`config.mk`:
```
export PLATFORM = sky130hd
export DESIGN_NAME = gated_timer
export DESIGN_NICKNAME = d
export VERILOG_FILES = /design/src/rtl/gt_pkg.sv /design/src/rtl/gated_timer.sv
export VERILOG_INCLUDE_DIRS = /design/src /design/src/rtl
export SDC_FILE = /design/constraint.sdc
export NUM_CORES = 1
export LEC_CHECK = 0
export ABC_CLOCK_PERIOD_IN_PS = 2400
export BUFFER_PORTS_ARGS = -buffer_cell sky130_fd_sc_hd__buf_4
export CAP_MARGIN = 20
export CORE_MARGIN = 2
export CORE_UTILIZATION = 35
export CTS_CLUSTER_SIZE = 10
export DETAILED_ROUTE_END_ITERATION = 12
export PLACE_DENSITY = 0.59
export SLEW_MARGIN = 20
export SYNTH_ARGS = -nofsm -noshare
export SYNTH_HDL_FRONTEND = slang
export SYNTH_SLANG_ARGS = --single-unit
```
`constraint.sdc`:
```
create_clock -name CLOCK_I -period 2.4 [get_ports CLOCK_I]
set_input_delay 0.12 -clock CLOCK_I [delete_from_list [all_inputs] [get_ports CLOCK_I]]
set_output_delay 0.12 -clock CLOCK_I [all_outputs]
set_load 0.01 [all_outputs]
```
`src/rtl/gt_regs.svh`:
```
// Register offsets, field positions, reset values and clock periods of the gated timer.
// Assumes a 5-bit AXI4-Lite byte address and a 50 MHz system clock.
`ifndef GT_REGS_SVH
`define GT_REGS_SVH

// ==========================================================================
// Register byte offsets
`define GT_OFF_COUNT      5'h00
`define GT_OFF_CONTROL    5'h04
`define GT_OFF_GATE       5'h08
`define GT_OFF_IRQ_STATUS 5'h0C
`define GT_OFF_IRQ_MASK   5'h10

// ==========================================================================
// Field positions
`define GT_CTL_CLKSEL_LO  0
`define GT_CTL_CLKSEL_HI  1
`define GT_CTL_SYNC       2
`define GT_CTL_RUN        3
`define GT_GATE_ENABLE    0
`define GT_GATE_POL       1
`define GT_GATE_TOGGLE    2
`define GT_GATE_SRC_LO    3
`define GT_GATE_SRC_HI    4
`define GT_GATE_LEVEL     5
`define GT_IRQ_OVF        0

// ==========================================================================
// Encodings and reset values
`define GT_CLK_INSN       2'h0
`define GT_CLK_SYS        2'h1
`define GT_CLK_EXT        2'h2
`define GT_SRC_PIN        2'h0
`define GT_SRC_BYTE       2'h1
`define GT_SRC_PERIOD     2'h2
`define GT_SRC_NONE       2'h3
`define GT_CMP_SPECIAL    4'hB
`define GT_COUNT_MAX      16'hFFFF
`define GT_RST_COUNT      16'h0000
`define GT_RST_CLKSEL     2'h0
`define GT_RESP_OKAY      2'h0
`define GT_RESP_SLVERR    2'h2

// ==========================================================================
// Timing
`define GT_CLK_PERIOD_NS  20
`define GT_INSN_PERIOD_NS 80

`endif

```
`src/rtl/gt_pkg.sv`:
```
// Types of the gated timer: its complete state record.
// Assumes gt_regs.svh for the field widths used here.
package gt_pkg;
  `include "gt_regs.svh"

  typedef struct packed {
    logic [15:0] count;
    logic        flag;
    logic        ie;
    logic [1:0]  clksel;
    logic        sync;
    logic        run;
    logic        ge;
    logic        pol;
    logic        tm;
    logic [1:0]  gss;
    logic        tff;
    logic        gate_prev;
    logic [2:0]  presc;
    logic [2:0]  pin_sync;
    logic        pin_lvl;
    logic [2:0]  ext_sync;
    logic        ext_lvl;
    logic        bw_smp;
    logic        pm_smp;
    logic [2:0]  bstr;
    logic [2:0]  pstr;
    logic        aw_got;
    logic [4:0]  aw_addr;
    logic        w_got;
    logic [31:0] w_data;
    logic [3:0]  w_strb;
    logic        bvalid;
    logic [1:0]  bresp;
    logic        rvalid;
    logic [31:0] rdata;
    logic [1:0]  rresp;
  } state_t;
endpackage

```
`src/rtl/gated_timer.sv`:
```
// Gated 16-bit up-counter with overflow interrupt, compare-trigger reset and gate logic.
// Assumes an AXI4-Lite master on CLOCK_I; gate pulses from neighbour timers on the same clock.
`timescale 1ns/1ps
`include "gt_regs.svh"

module gated_timer (
  input  wire logic        CLOCK_I,
  input  wire logic        SYS_RST_I,
  input  wire logic [4:0]  S_AXI_AWADDR_I,
  input  wire logic        S_AXI_AWVALID_I,
  output      logic        S_AXI_AWREADY_O,
  input  wire logic [31:0] S_AXI_WDATA_I,
  input  wire logic [3:0]  S_AXI_WSTRB_I,
  input  wire logic        S_AXI_WVALID_I,
  output      logic        S_AXI_WREADY_O,
  output      logic [1:0]  S_AXI_BRESP_O,
  output      logic        S_AXI_BVALID_O,
  input  wire logic        S_AXI_BREADY_I,
  input  wire logic [4:0]  S_AXI_ARADDR_I,
  input  wire logic        S_AXI_ARVALID_I,
  output      logic        S_AXI_ARREADY_O,
  output      logic [31:0] S_AXI_RDATA_O,
  output      logic [1:0]  S_AXI_RRESP_O,
  output      logic        S_AXI_RVALID_O,
  input  wire logic        S_AXI_RREADY_I,
  input  wire logic        GATE_PIN_I,
  input  wire logic        EXT_CLOCK_PIN_I,
  input  wire logic        BYTE_TIMER_WRAP_I,
  input  wire logic        PERIOD_RESET_I,
  input  wire logic [7:0]  COMPARE_UNIT_MODE_I,
  input  wire logic [1:0]  COMPARE_MATCH_I,
  input  wire logic [1:0]  COMPARE_ASSIGNED_I,
  output      logic        IRQ_O
);

  localparam logic [2:0] INSN_CYC = 3'(`GT_INSN_PERIOD_NS / `GT_CLK_PERIOD_NS);

  gt_pkg::state_t s_reg;
  gt_pkg::state_t s_next;

  logic        tick;
  logic        ext_rise;
  logic        gate_src;
  logic        gate_pol_sig;
  logic        gate_val;
  logic        count_en;
  logic        trig;
  logic        trig_ok;
  logic        do_wr;
  logic        wr_cnt;
  logic [15:0] wr_val;
  logic        wrap;
  logic [4:0]  wa;
  logic [4:0]  ra;

  // ==========================================================================
  // Handshakes
  assign S_AXI_AWREADY_O = !s_reg.aw_got && !s_reg.bvalid;
  assign S_AXI_WREADY_O  = !s_reg.w_got && !s_reg.bvalid;
  assign S_AXI_ARREADY_O = !s_reg.rvalid;
  assign S_AXI_BVALID_O  = s_reg.bvalid;
  assign S_AXI_BRESP_O   = s_reg.bresp;
  assign S_AXI_RVALID_O  = s_reg.rvalid;
  assign S_AXI_RDATA_O   = s_reg.rdata;
  assign S_AXI_RRESP_O   = s_reg.rresp;
  assign IRQ_O           = s_reg.flag && s_reg.ie;

  // ==========================================================================
  // Next state
  always_comb
  begin
    s_next = s_reg;
    // Pins pass three flops; a level counts once the last two agree
    s_next.pin_sync = {s_reg.pin_sync[1:0], GATE_PIN_I};
    s_next.ext_sync = {s_reg.ext_sync[1:0], EXT_CLOCK_PIN_I};
    if (s_reg.pin_sync[1] == s_reg.pin_sync[2])
    begin
      s_next.pin_lvl = s_reg.pin_sync[2];
    end
    ext_rise = (s_reg.ext_sync[1] == s_reg.ext_sync[2]) && s_reg.ext_sync[2] && !s_reg.ext_lvl;
    if (s_reg.ext_sync[1] == s_reg.ext_sync[2])
    begin
      s_next.ext_lvl = s_reg.ext_sync[2];
    end

    // Instruction clock is one quarter of the system clock
    if (s_reg.presc == INSN_CYC - 3'h1)
    begin
      s_next.presc = 3'h0;
    end
    else
    begin
      s_next.presc = s_reg.presc + 3'h1;
    end
    case (s_reg.clksel)
      `GT_CLK_SYS:  tick = 1'b1;
      `GT_CLK_INSN: tick = (s_reg.presc == INSN_CYC - 3'h1);
      `GT_CLK_EXT:  tick = ext_rise;
      default:      tick = 1'b0;
    endcase

    // Internal pulses are registered, then stretched to one instruction cycle
    s_next.bw_smp = BYTE_TIMER_WRAP_I;
    s_next.pm_smp = PERIOD_RESET_I;
    if (s_reg.bw_smp)
    begin
      s_next.bstr = INSN_CYC;
    end
    else if (s_reg.bstr != 3'h0)
    begin
      s_next.bstr = s_reg.bstr - 3'h1;
    end
    if (s_reg.pm_smp)
    begin
      s_next.pstr = INSN_CYC;
    end
    else if (s_reg.pstr != 3'h0)
    begin
      s_next.pstr = s_reg.pstr - 3'h1;
    end

    // Gate chain: source, polarity, toggle
    case (s_reg.gss)
      `GT_SRC_PIN:    gate_src = s_reg.pin_lvl;
      `GT_SRC_BYTE:   gate_src = (s_reg.bstr != 3'h0);
      `GT_SRC_PERIOD: gate_src = (s_reg.pstr != 3'h0);
      default:        gate_src = 1'b0;
    endcase
    gate_pol_sig = s_reg.pol ? gate_src : !gate_src;
    if (s_reg.gss == `GT_SRC_NONE)
    begin
      gate_pol_sig = 1'b0;
    end
    s_next.gate_prev = gate_pol_sig;
    if (!s_reg.tm)
    begin
      s_next.tff = 1'b0;
    end
    else if (gate_pol_sig && !s_reg.gate_prev)
    begin
      s_next.tff = !s_reg.tff;
    end
    gate_val = s_reg.tm ? s_reg.tff : gate_pol_sig;
    count_en = s_reg.run && tick && (!s_reg.ge || gate_val);

    // Compare trigger; an unsynchronised external count cannot be cleared reliably
    trig = 1'b0;
    for (int i = 0; i < 2; i++)
    begin
      if (COMPARE_MATCH_I[i] && COMPARE_ASSIGNED_I[i] &&
          COMPARE_UNIT_MODE_I[4*i +: 4] == `GT_CMP_SPECIAL)
      begin
        trig = 1'b1;
      end
    end
    trig_ok = trig && !(s_reg.clksel == `GT_CLK_EXT && !s_reg.sync);

    // Register write, performed once address and data are both held
    do_wr  = s_reg.aw_got && s_reg.w_got;
    wa     = {s_reg.aw_addr[4:2], 2'b00};
    wr_cnt = do_wr && (wa == `GT_OFF_COUNT);
    wr_val = {s_reg.w_strb[1] ? s_reg.w_data[15:8] : s_reg.count[15:8],
              s_reg.w_strb[0] ? s_reg.w_data[7:0]  : s_reg.count[7:0]};
    wrap   = 1'b0;

    if (wr_cnt)
    begin
      s_next.count = wr_val;
    end
    else if (trig_ok)
    begin
      s_next.count = `GT_RST_COUNT;
    end
    else if (count_en)
    begin
      s_next.count = 16'(s_reg.count + 16'h0001);
      wrap = (s_reg.count == `GT_COUNT_MAX);
    end

    if (do_wr)
    begin
      s_next.aw_got = 1'b0;
      s_next.w_got  = 1'b0;
      s_next.bvalid = 1'b1;
      s_next.bresp  = `GT_RESP_OKAY;
      case (wa)
        `GT_OFF_COUNT: ;
        `GT_OFF_CONTROL:
        begin
          if (s_reg.w_strb[0])
          begin
            s_next.clksel = s_reg.w_data[`GT_CTL_CLKSEL_HI:`GT_CTL_CLKSEL_LO];
            s_next.sync   = s_reg.w_data[`GT_CTL_SYNC];
            s_next.run    = s_reg.w_data[`GT_CTL_RUN];
          end
        end
        `GT_OFF_GATE:
        begin
          if (s_reg.w_strb[0])
          begin
            s_next.ge  = s_reg.w_data[`GT_GATE_ENABLE];
            s_next.pol = s_reg.w_data[`GT_GATE_POL];
            s_next.tm  = s_reg.w_data[`GT_GATE_TOGGLE];
            s_next.gss = s_reg.w_data[`GT_GATE_SRC_HI:`GT_GATE_SRC_LO];
          end
        end
        `GT_OFF_IRQ_STATUS:
        begin
          if (s_reg.w_strb[0] && s_reg.w_data[`GT_IRQ_OVF])
          begin
            s_next.flag = 1'b0;
          end
        end
        `GT_OFF_IRQ_MASK:
        begin
          if (s_reg.w_strb[0])
          begin
            s_next.ie = s_reg.w_data[`GT_IRQ_OVF];
          end
        end
        default: s_next.bresp = `GT_RESP_SLVERR;
      endcase
    end
    // A wrap in the clearing cycle still leaves the flag set
    if (wrap)
    begin
      s_next.flag = 1'b1;
    end

    if (S_AXI_AWVALID_I && S_AXI_AWREADY_O)
    begin
      s_next.aw_got  = 1'b1;
      s_next.aw_addr = S_AXI_AWADDR_I;
    end
    if (S_AXI_WVALID_I && S_AXI_WREADY_O)
    begin
      s_next.w_got  = 1'b1;
      s_next.w_data = S_AXI_WDATA_I;
      s_next.w_strb = S_AXI_WSTRB_I;
    end
    if (s_reg.bvalid && S_AXI_BREADY_I)
    begin
      s_next.bvalid = 1'b0;
    end

    // Read: data is captured at acceptance and held until taken
    ra = {S_AXI_ARADDR_I[4:2], 2'b00};
    if (s_reg.rvalid && S_AXI_RREADY_I)
    begin
      s_next.rvalid = 1'b0;
    end
    if (S_AXI_ARVALID_I && S_AXI_ARREADY_O)
    begin
      s_next.rvalid = 1'b1;
      s_next.rresp  = `GT_RESP_OKAY;
      s_next.rdata  = 32'h0000_0000;
      case (ra)
        `GT_OFF_COUNT:   s_next.rdata[15:0] = s_reg.count;
        `GT_OFF_CONTROL:
        begin
          s_next.rdata[`GT_CTL_CLKSEL_HI:`GT_CTL_CLKSEL_LO] = s_reg.clksel;
          s_next.rdata[`GT_CTL_SYNC] = s_reg.sync;
          s_next.rdata[`GT_CTL_RUN]  = s_reg.run;
        end
        `GT_OFF_GATE:
        begin
          s_next.rdata[`GT_GATE_ENABLE] = s_reg.ge;
          s_next.rdata[`GT_GATE_POL]    = s_reg.pol;
          s_next.rdata[`GT_GATE_TOGGLE] = s_reg.tm;
          s_next.rdata[`GT_GATE_SRC_HI:`GT_GATE_SRC_LO] = s_reg.gss;
          s_next.rdata[`GT_GATE_LEVEL]  = gate_val;
        end
        `GT_OFF_IRQ_STATUS: s_next.rdata[`GT_IRQ_OVF] = s_reg.flag;
        `GT_OFF_IRQ_MASK:   s_next.rdata[`GT_IRQ_OVF] = s_reg.ie;
        default:            s_next.rresp = `GT_RESP_SLVERR;
      endcase
    end
  end

  // ==========================================================================
  // State register
  always_ff @(posedge CLOCK_I)
  begin
    if (SYS_RST_I)
    begin
      s_reg        <= '0;
      s_reg.count  <= `GT_RST_COUNT;
      s_reg.clksel <= `GT_RST_CLKSEL;
    end
    else
    begin
      s_reg <= s_next;
    end
  end
endmodule // gated_timer

```
# Yosys cells after proc, flatten, opt, wreduce, memory -nomap -nowiden
# Cells that the tools add are included.
[word_totals] register_bits=113 elab_cells=162 memories=0 latch_bits=0 out_inout_bits=42 mem_bits_rw=0 rom_bits=0 input_bits=69
[classes] n_div=0 n_eq_ne=21 n_reduce_logical=62 mux=40 bitwise=1 multipliers=0 addsub=4 order_cmp=0 n_shift=0
[ops] cell="2-to-1 mux 16 bit" n=3
[ops] cell="2-to-1 mux 37 bit" n=1
[ops] cell="2-to-1 mux 35 bit" n=1
[ops] cell="logical AND 1 bit" n=22
[ops] cell="adder 16 x 1 -> 16 bit, second input constant" n=1
[ops] cell="== test 16 bit, second input constant" n=1
[ops] cell="2-to-1 mux 8 bit" n=2
[ops] cell="nonzero test 2 bit" n=8
[ops] cell="== test 3 x 2 -> 1 bit, second input constant" n=5
[ops] cell="2-to-1 mux 1 bit" n=15
[ops] cell="2-to-1 mux 3 bit" n=4
[ops] cell="AND reduction 3 bit" n=4
[ops] cell="logical NOT 1 bit" n=11
[ops] cell="2-to-1 mux 11 bit" n=1
[ops] cell="2-to-1 mux 10 bit" n=1
[ops] cell="2-to-1 mux 5 bit" n=2
[ops] cell="OR reduction 2 bit" n=5
[ops] cell="OR reduction 5 bit" n=2
[ops] cell="one-hot mux 3 bit (3 select lines)" n=1
[ops] cell="nonzero test 3 bit" n=3
[ops] cell="== test 4 bit, second input constant" n=2
[ops] cell="2-to-1 mux 4 bit" n=2
[ops] cell="== test 2 bit, second input constant" n=3
[ops] cell="== test 3 x 1 -> 1 bit, second input constant" n=2
[ops] cell="16 further kinds" n=26

# Depth between registers and ports, before layout
# Gate-level depths: netlist (run 1).
[depth] word_depth=13 ltp_mapped=10 ltp_nobuf=8

# Least setup slack after synthesis (run 1)
# Ideal clock, no wire load.
[synth_path] kind="reg-to-reg" start="reg s_reg[84] (netlist name)" end="reg s_reg[122] (netlist name)" n_path_buf=2 path_slack_ps=208 synth_period_minus_slack_ps=2192 stages_incl_launch_ff=11 setup_time_ps=134 required_ps=2266 t_arrival_ps=2058 path_cell_list="dfxtp_1 inv_1 ha_1 ha_1 xor2_1 a311oi_1 a211o_1 buf_6 buf_6 o311ai_0 o31ai_1"
[synth_between] elab_chain_len=10
[synth_lines] item="from (decl)" line_no="gated_timer.sv:38" source="gt_pkg::state_t s_reg;"
[synth_lines] item="from (signal assigned)" line_no="gated_timer.sv:292" source="s_reg <= s_next;"
[synth_lines] item="nonzero test 3 bit *" line_no="gated_timer.sv:125" source="`GT_SRC_BYTE: gate_src = (s_reg.bstr != 3'h0);"
[synth_lines] item="one-hot mux 1 bit (3 select lines) *" line_no="gated_timer.sv:123" source="case (s_reg.gss)"
[synth_lines] item="logical NOT 1 bit" line_no="gated_timer.sv:129" source="gate_pol_sig = s_reg.pol ? gate_src : !gate_src;"
[synth_lines] item="2-to-1 mux 1 bit *" line_no="gated_timer.sv:129"
[synth_lines] item="2-to-1 mux 1 bit *" line_no="gated_timer.sv:130" source="if (s_reg.gss == `GT_SRC_NONE)"
[synth_lines] item="2-to-1 mux 1 bit *" line_no="gated_timer.sv:143" source="gate_val = s_reg.tm ? s_reg.tff : gate_pol_sig;"
[synth_lines] item="logical OR 1 bit *" line_no="gated_timer.sv:144" source="count_en = s_reg.run && tick && (!s_reg.ge || gate_val);"
[synth_lines] item="logical AND 1 bit *" line_no="gated_timer.sv:144"
[synth_lines] item="nonzero test 3 bit (no line) *"
[synth_lines] item="AND reduction 2 bit (no line) *"
# Mark *: on every way between the ends. The rest lies on a longest branch, timed or not.
# A chain may end at the register's enable or synchronous reset.

# Worst setup path after layout (run 1)
[layout_path] start="reg s_reg[84] (netlist name)" end="reg s_reg[127] (netlist name)"
# The elaborated chain is that of the path after synthesis.

==> impl_metrics.ini, run 1 <==
[placed_design]
port_buffers = 70
dp_hpwl_um = 7560
place_inst = 735
place_area_um2 = 4930
pre_cts_ws_ns = 0.121
place.gp.congestion = 0.822

[die]
die_w_um = 117
start_util = 0.357
die-area_um2 = 13700
die_h_um = 117
rows = 41
ios = 111
coreArea_um2 = 12600

[global_routing]
grt-ovfl-total = 0
grt_antenna_before_repair = 0
grt_pass1_vias = 3471
grt_max_degree = 47
grt_pass1_wl_um = 17100
grt.total_usage = 0.160

[clock_network]
post_cts_buffers = 0
tritoncts = built
cts_made_buffers = 9
cts_sinks = 91
cts-root-buf = clkbuf_16
clk_pin_slew_worst_paths_ns = 0.07
clkLatencyLatePin_ns = 0.35
clk_path_buf_depth = 2
ctsHtreeMaxLevel = 3

[sta]
tightest_slew_ns = 0.741
slew_viol_final = 0
fin_crit_sh = 0.953
max_freq_ghz = 0.437
clock_skew_ns = 0.00817
hold_viol_final = 0
maxSlewHeadroom = 0.505
setup_viol = 0
timing.final.ws_setup_ns = 0.112
period_minus_slack_ns = 2.29

[hold_path]
worstHoldStart = S_AXI_AWADDR_I[4]
hold_depth = 3
hold_path_end = s_reg[79]
hold_class = primary input to register

[detailed_routing]
dr.pass1.iters = 5
drt_iter0_drc = 242
wire_per_inst_um = 13.9
wirelength_um = 10500
drc = 0
ant_nets = 0
routed_via_density = 4.94
vias = 3741

[yosys]
ys_ff_latch = 91
yosys_warnings = 0
ys.flop_type = dfxtp_1
ys_types = 63
synth_fa_ha_area_frac = 0.0279
synth_area_um2 = 4490
yosysMostFrequentCell = dfxtp_1
synthCells = 531
synthXorXnorAreaFrac = 0.0195
async_flop_share = 0
synth-edff-count = 0
synth.area.top_cells = dfxtp_1 (41%), buf_4 (6.2%), nand2_1 (5.4%), nor2_1 (4.1%), a21oi_1 (3.8%)
synth_top_area_share = 0.406
synth_area_per_cell_um2 = 8.45
synthMuxAreaShare = 0.0413
synth_largest_area_cell = dfxtp_1
synth_compound_area_frac = 0.191
synth-simple-area-share = 0.191
ys_seq_area_frac = 0.406
synthTopCellsByCount = dfxtp_1 (91), nand2_1 (65), nor2_1 (49), buf_4 (37), a21oi_1 (34)
synth_top_family_by_area = compound AO/OA/AOI/OAI gates

[worst_setup_path]
r2r-start = s_reg[84]
crit_path_start_kind = register
worstPathRequired_ns = 2.65
reg2reg_to = s_reg[127]
arrival_ns = 2.53
reg2regPathDepth = 9
crit_type = register to register
reg2reg_slack_ns = 0.11
path_max_fanout = 3
endpoint_kind = register

[final_layout]
largest_register_ffs = 67
drive_above_1_share = 0.200
design_area_um2 = 5330
antenna_cells = 0
final_cells = 758
layout.nets = 660
area_delta_synth_final_pct = 18.7
fin_util = 0.424

[run]
drv_cap = 0

[power_and_ir_drop]
vdd_ir_drop_max_v = 0.000328
power.density_nw_per_um2 = 695
total_power_mw = 3.70
power_leakage_nw = 2.05

[outcome]
status = finished clean
## worst max-delay path: stages (launching register included)
cell      delay (ns)
dfxtp_1         0.35
inv_1           0.05
ha_1            0.20
ha_1            0.21
xor2_1          0.16
a311oi_1        0.36
a211oi_1        0.13
buf_4           0.17
mux2_2          0.26
a221oi_1        0.29
## timing repair
item | 4_1_cts | 5_1_grt
hold endpoints to repair | 7 | 0
resized for setup | 0 | 4
setup endpoints to repair | 0 | 7
hold buffers | 7 | 0
## report_power, final
part           switching (mW)  internal [mW]  total (mW)
Sequential             0.0704           1.60        1.67
Combinational           0.302          0.260       0.562
Clock                   0.646          0.827        1.47
Total                    1.02           2.68        3.70
## through the flow
stage / setup TNS, ns / hold slack (ns)
floorplan: 0 / 0.219
global placement: 0 / 0.310
detailed placement: 0 / 0.312
CTS: 0 / 0.00243
global route: -0.0154 / 0.0116
finish: 0 / 0.00768
## logic make-up (layout without fill, tap and decap cells)
logic type                 after synthesis  after routing
AOI/OAI and AO/OA                      130            130
buffers and inverters                   92            130
other                                    1             18
and+or+nand+nor                        180            180
muxes                                   17             17
adders and majority gates               10             10
DFF                                     91             91
xor gates and xnor gates                10             10
## cells in the final DEF, fill, tap and decap left out, types with 6 or more instances in the layout
cell,instances
nand2_1,65
conb_1,18
a22oi_1,19
inv_1,27
clkbuf_16,9
dfxtp_1,91
ha_1,10
nand4_1,6
nand3_1,9
dlygate4sd3_1,7
buf_4,79
nor3_1,10
o21ai_0,26
nor2_1,49
a21oi_1,34
nor2b_1,13
mux2i_1,14
a211oi_1,7
a221oi_1,7
## layer usage
| metal | global-route usage | up-vias | part of all wire |
|---|---|---|---|
| li1 | - | 1911 | - |
| met1 | 0.229 | 1718 | 0.50 |
| met2 | 0.231 | 100 | 0.43 |
| met3 | 0.0412 | 12 | 0.051 |
| met4 | 0.0604 | 0 | 0.018 |
| met5 | 0 | - | 0 |
## cell type report
class	instances	area (µm²)
Clock buffer	9	225
Clock inverter	7	83.8
Fill cell	1288	7240
Inverter	27	101
Multi-Input combinational cell	365	2200
Sequential cell	91	1820
Tap cell	172	215
Timing Repair Buffer	87	683
## how the worst max path moves through the flow
stage,cells past startpoint,endpoint,from
floorplan,10,s_reg[122],s_reg[84]
global placement,9,s_reg[120],s_reg[84]
detailed placement,9,s_reg[119],s_reg[84]
CTS,9,s_reg[114],s_reg[84]
global route,9,s_reg[116],s_reg[81]
finish,9,s_reg[127],s_reg[84]
(Power assumes the default switching activity.)
==> run 2, diff against run 1 <==
GPL_TIMING_DRIVEN = 0   (was default)
==> run 2 against run 1 <==
Net effect:
- sequential power about the same
- final cell count up 6.9%
- non-clock buffer count up 52
- via count up 5.9%
- clock-buffer cell count up 2
- largest power group unchanged
==> impl_metrics.ini, run 2 (synthesized netlist as in run 1, its figures left out) <==
[worst_setup_path]
reg2reg_to = s_reg[125]
reg2reg_slack_ns = 0.12
endpoint_kind = register
r2r-start = s_reg[84]
reg2regPathDepth = 10
worstPathRequired_ns = 2.60
crit_type = register to register
crit_path_start_kind = register
arrival_ns = 2.48
path_max_fanout = 10

[placed_design]
pre_cts_ws_ns = -0.193
place_inst = 788
port_buffers = 68
place.gp.congestion = 0.864
dp_hpwl_um = 8660

[die]
coreArea_um2 = 12600
die_h_um = 117
rows = 41
start_util = 0.357
die_w_um = 117
ios = 111
die-area_um2 = 13700

[clock_network]
ctsHtreeMaxLevel = 3
cts_made_buffers = 9
clk_path_buf_depth = 2
tritoncts = built
clk_pin_slew_worst_paths_ns = 0.07
clkLatencyLatePin_ns = 0.35
cts_sinks = 91
cts-root-buf = clkbuf_16

[sta]
period_minus_slack_ns = 2.28
clock_skew_ns = 0.00845
max_freq_ghz = 0.438
setup_viol = 0
hold_viol_final = 0
maxSlewHeadroom = 0.434
slew_viol_final = 0
fin_crit_sh = 0.951
tightest_slew_ns = 0.842
timing.final.ws_setup_ns = 0.119

[final_layout]
nFillCells = 1262
drive_above_1_share = 0.249
layout.nets = 712
final_cells = 810
final_cell_mix = buf_4 (106), dfxtp_1 (91), nand2_1 (65)
area_delta_synth_final_pct = 27.5
antenna_cells = 0
layout_commonest_cell = buf_4
largest_register_ffs = 67

[power_and_ir_drop]
power_leakage_nw = 2.27
vdd_ir_drop_max_v = 0.000315
power.density_nw_per_um2 = 650
total_power_mw = 3.72

[detailed_routing]
vias = 3961
wirelength_um = 11600
wire_per_inst_um = 14.3
drt_iter0_drc = 231
routed_via_density = 4.89
drc = 0
dr.pass1.iters = 5
ant_nets = 0

[global_routing]
grt_pass1_wl_um = 18500
grt-ovfl-total = 0
grt_max_degree = 16
grt_antenna_before_repair = 0
grt.total_usage = 0.174
grt_pass1_vias = 3698

[hold_path]
hold_class = primary input to register
hold_path_end = s_reg[77]
hold_depth = 3
worstHoldStart = S_AXI_AWADDR_I[2]

[run]
drv_cap = 0

[outcome]
status = finished clean
[run 2: worst max-delay path, cell delays in order (launching register included)]
cell and delay [ns]:
dfxtp_1 0.35, inv_1 0.05, ha_1 0.24, ha_4 0.20, xor2_2 0.17, a311oi_2 0.16, a211o_1 0.30, buf_6 0.14
buf_8 0.14, nor4_2 0.26, o32ai_1 0.12
[run 2: through the flow]
stage / hold slack (ns) / utilization / TNS (ns) / area (µm²)
global route: 0.0331 / 0.455 / -0.128 / 5720
detailed placement: 0.308 / 0.420 / -0.198 / 5280
CTS: 0.0140 / 0.448 / 0 / 5640
global placement: 0.312 / 0.420 / -0.146 / 5280
finish: 0.0159 / 0.455 / 0 / 5720
floorplan: 0.219 / - / 0 / 4550
[run 2: area by class of cell]
class | count | area, µm² | share of cell area
Multi-Input combinational cell | 365 | 2270 | 0.397
Sequential cell | 91 | 1820 | 0.318
Timing Repair Buffer | 74 | 568 | 0.0992
Buffer | 65 | 453 | 0.0791
Clock buffer | 11 | 233 | 0.0407
Tap cell | 172 | 215 | 0.0376
Inverter | 27 | 101 | 0.0177
Clock inverter | 5 | 61.3 | 0.0107
[run 2: worst max-delay path by stage]
stage          startpoint          to  slack [ns]  cells after the start
2_1_floorplan   s_reg[84]  s_reg[122]        0.21                     10
3_3_place_gp    s_reg[81]  s_reg[127]       -0.15                      8
3_5_place_dp    s_reg[81]  s_reg[127]       -0.19                      8
4_1_cts         s_reg[84]  s_reg[121]        0.01                     10
5_1_grt         s_reg[84]  s_reg[127]       -0.03                     10
6_report        s_reg[84]  s_reg[125]        0.12                     10
[run 2: timing repair]
| action | 4_1_cts | 5_1_grt |
|---|---|---|
| resized for setup | 4 | 13 |
| hold endpoints to repair | 5 | 0 |
| setup buffers | 0 | 1 |
| pin swaps | 1 | 5 |
| setup endpoints to repair | 5 | 13 |
| hold buffers | 5 | 0 |
[run 2: power by group]
group | leakage (nW) | switching (mW) | total, mW | internal, mW
logic | 1.38 | 0.347 | 0.651 | 0.304
registers | 0.742 | 0.0653 | 1.66 | 1.60
clock network | 0.144 | 0.591 | 1.41 | 0.815
total | 2.27 | 1.00 | 3.72 | 2.72
[run 2: per-layer routing]
| metal | track usage | routed length [µm] | vias up |
|---|---|---|---|
| met5 | 0 | 0 | - |
| met4 | 0.0761 | 195 | 0 |
| met3 | 0.0206 | 584 | 13 |
| met2 | 0.269 | 5140 | 130 |
| met1 | 0.245 | 5640 | 1815 |
| li1 | - | - | 2003 |
==> run 3, diff against run 2 <==
CELL_PAD_IN_SITES_DETAIL_PLACEMENT = 2   (was default)
CELL_PAD_IN_SITES_GLOBAL_PLACEMENT = 2   (was default)
CORE_UTILIZATION = 31   (was 35)
PLACE_DENSITY = 0.83   (was 0.59)
==> run 3 against run 2 <==
Net effect:
- core utilization decreased by 4.3 points
- cell area up 0.72%
- register-to-register slack worse by 0.02 ns
- final cell count up 0.99%
- wire length grew 30%
- non-clock buffer count unchanged
- sequential cell count unchanged
- die area up 12%
- clock-buffer cell count increased by 3
- largest cell class unchanged
==> impl_metrics.ini, run 3 (synthesized netlist as in run 1, its figures left out) <==
[outcome]
status = finished clean

[die]
die_h_um = 124
rows = 43
ios = 111
coreArea_um2 = 14000
start_util = 0.321
die_w_um = 124
die-area_um2 = 15500

[final_layout]
drive_above_1_share = 0.257
design_area_um2 = 5770
layout_commonest_cell = buf_4
nFillCells = 1566
largest_register_ffs = 67
final_cell_mix = buf_4 (107), dfxtp_1 (89), nand2_1 (65)
area_delta_synth_final_pct = 28.5
antenna_cells = 0
layout.nets = 712

[sta]
setup_viol = 0
whs_ns = 0.0112
slew_viol_final = 0
fin_crit_sh = 0.958
max_freq_ghz = 0.435
tightest_slew_ns = 0.934
rsz0062_at_grt = no
hold_viol_final = 0
clock_skew_ns = 0.00646
period_minus_slack_ns = 2.30
maxSlewHeadroom = 0.372

[clock_network]
cts-root-buf = clkbuf_16
cts_sinks = 91
tritoncts = built
clk_path_buf_depth = 2
clkLatencyLatePin_ns = 0.35
clk_pin_slew_worst_paths_ns = 0.06
ctsHtreeMaxLevel = 3
cts_made_buffers = 9

[worst_setup_path]
worstPathRequired_ns = 2.61
arrival_ns = 2.51
crit_type = register to register
path_max_fanout = 10
endpoint_kind = register
crit_path_start_kind = register

[power_and_ir_drop]
power.density_nw_per_um2 = 666
vdd_ir_drop_max_v = 0.000283
power_leakage_nw = 2.28
total_power_mw = 3.84

[global_routing]
grt_pass1_vias = 4495
grt-ovfl-total = 0
grt_pass1_wl_um = 23800
grt_max_degree = 15
grt_antenna_before_repair = 0
grt.total_usage = 0.191

[placed_design]
place_area_um2 = 5290
place.gp.congestion = 0.855
dp_hpwl_um = 10900
port_buffers = 68

[detailed_routing]
wirelength_um = 15000
wire_per_inst_um = 18.4
routed_via_density = 5.13
dr.pass1.iters = 4
vias = 4193
ant_nets = 0
drt_iter0_drc = 199
drc = 0

[hold_path]
hold_class = primary input to register

[run]
drv_cap = 0
-- run 3: cell count changes in the layout (fill, tap and decap cells not counted), moves of 2 or more --
cell,delta
clkbuf_8,+5
dfxtp_2,+2
dfxtp_1,-2
inv_6,-2
clkbuf_1,-2
-- run 3: final timing paths --
check,start,end,slack (ns),depth (start not counted)
setup / recovery,s_reg[84],s_reg[125],0.10,10
hold / removal,EXT_CLOCK_PIN_I,s_next[91],0.01,2
setup reg to reg,s_reg[84],s_reg[125],0.10,10
hold reg to reg,s_reg[56],s_reg[56],0.46,2
-- run 3: what timing repair did --
action                                 in CTS  in global routing
hold buffers                                4                  0
setup endpoints to repair                  11                 15
endpoints found under the hold margin       4                  0
pin swaps                                   1                  5
resized for setup                           6                 15
setup buffers                               0                  2
-- run 3: final cells by class --
type	instances	area (µm²)	share of cell area
multi-input combinational	365	2290	0.397
sequential	91	1820	0.316
timing repair buffer	74	566	0.0981
buffer	65	449	0.0779
clock buffer	14	294	0.0510
tap	180	225	0.0391
inverter	27	101	0.0176
clock inverter	2	16.3	0.00282
-- run 3: per-layer routing --
| layer | vias up | track usage | part of all wire |
|---|---|---|---|
| li1 | 2001 | - | - |
| met5 | - | 0 | 0 |
| met4 | 0 | 0.0767 | 0.027 |
| met3 | 29 | 0.0309 | 0.041 |
| met1 | 2065 | 0.243 | 0.44 |
| met2 | 98 | 0.324 | 0.49 |
-- run 3: critical path, cell delays in order (launching register included) --
cell and delay [ns]:
dfxtp_2 0.34, inv_1 0.05, ha_1 0.23, ha_4 0.20
xor2_4 0.18, a311oi_4 0.14, a211o_1 0.31, buf_6 0.15
buf_6 0.14, nor4_1 0.28, o32ai_1 0.13
-- run 3: metrics by stage --
stage	cells	worst slack, ns	TNS [ns]	utilization
4_1_cts	816	0.00998	0	0.405
6_report	818	0.100	0	0.412
3_3_place_gp	796	-0.131	-0.131	0.378
3_5_place_dp	796	-0.210	-0.289	0.378
5_1_grt	818	0.00893	0	0.412
2_1_floorplan	548	0.208	0	-
-- run 3: report_power, final --
group,switching [mW],internal (mW)
clock,0.599,0.846
combinational,0.388,0.330
sequential,0.0745,1.60
total,1.06,2.78
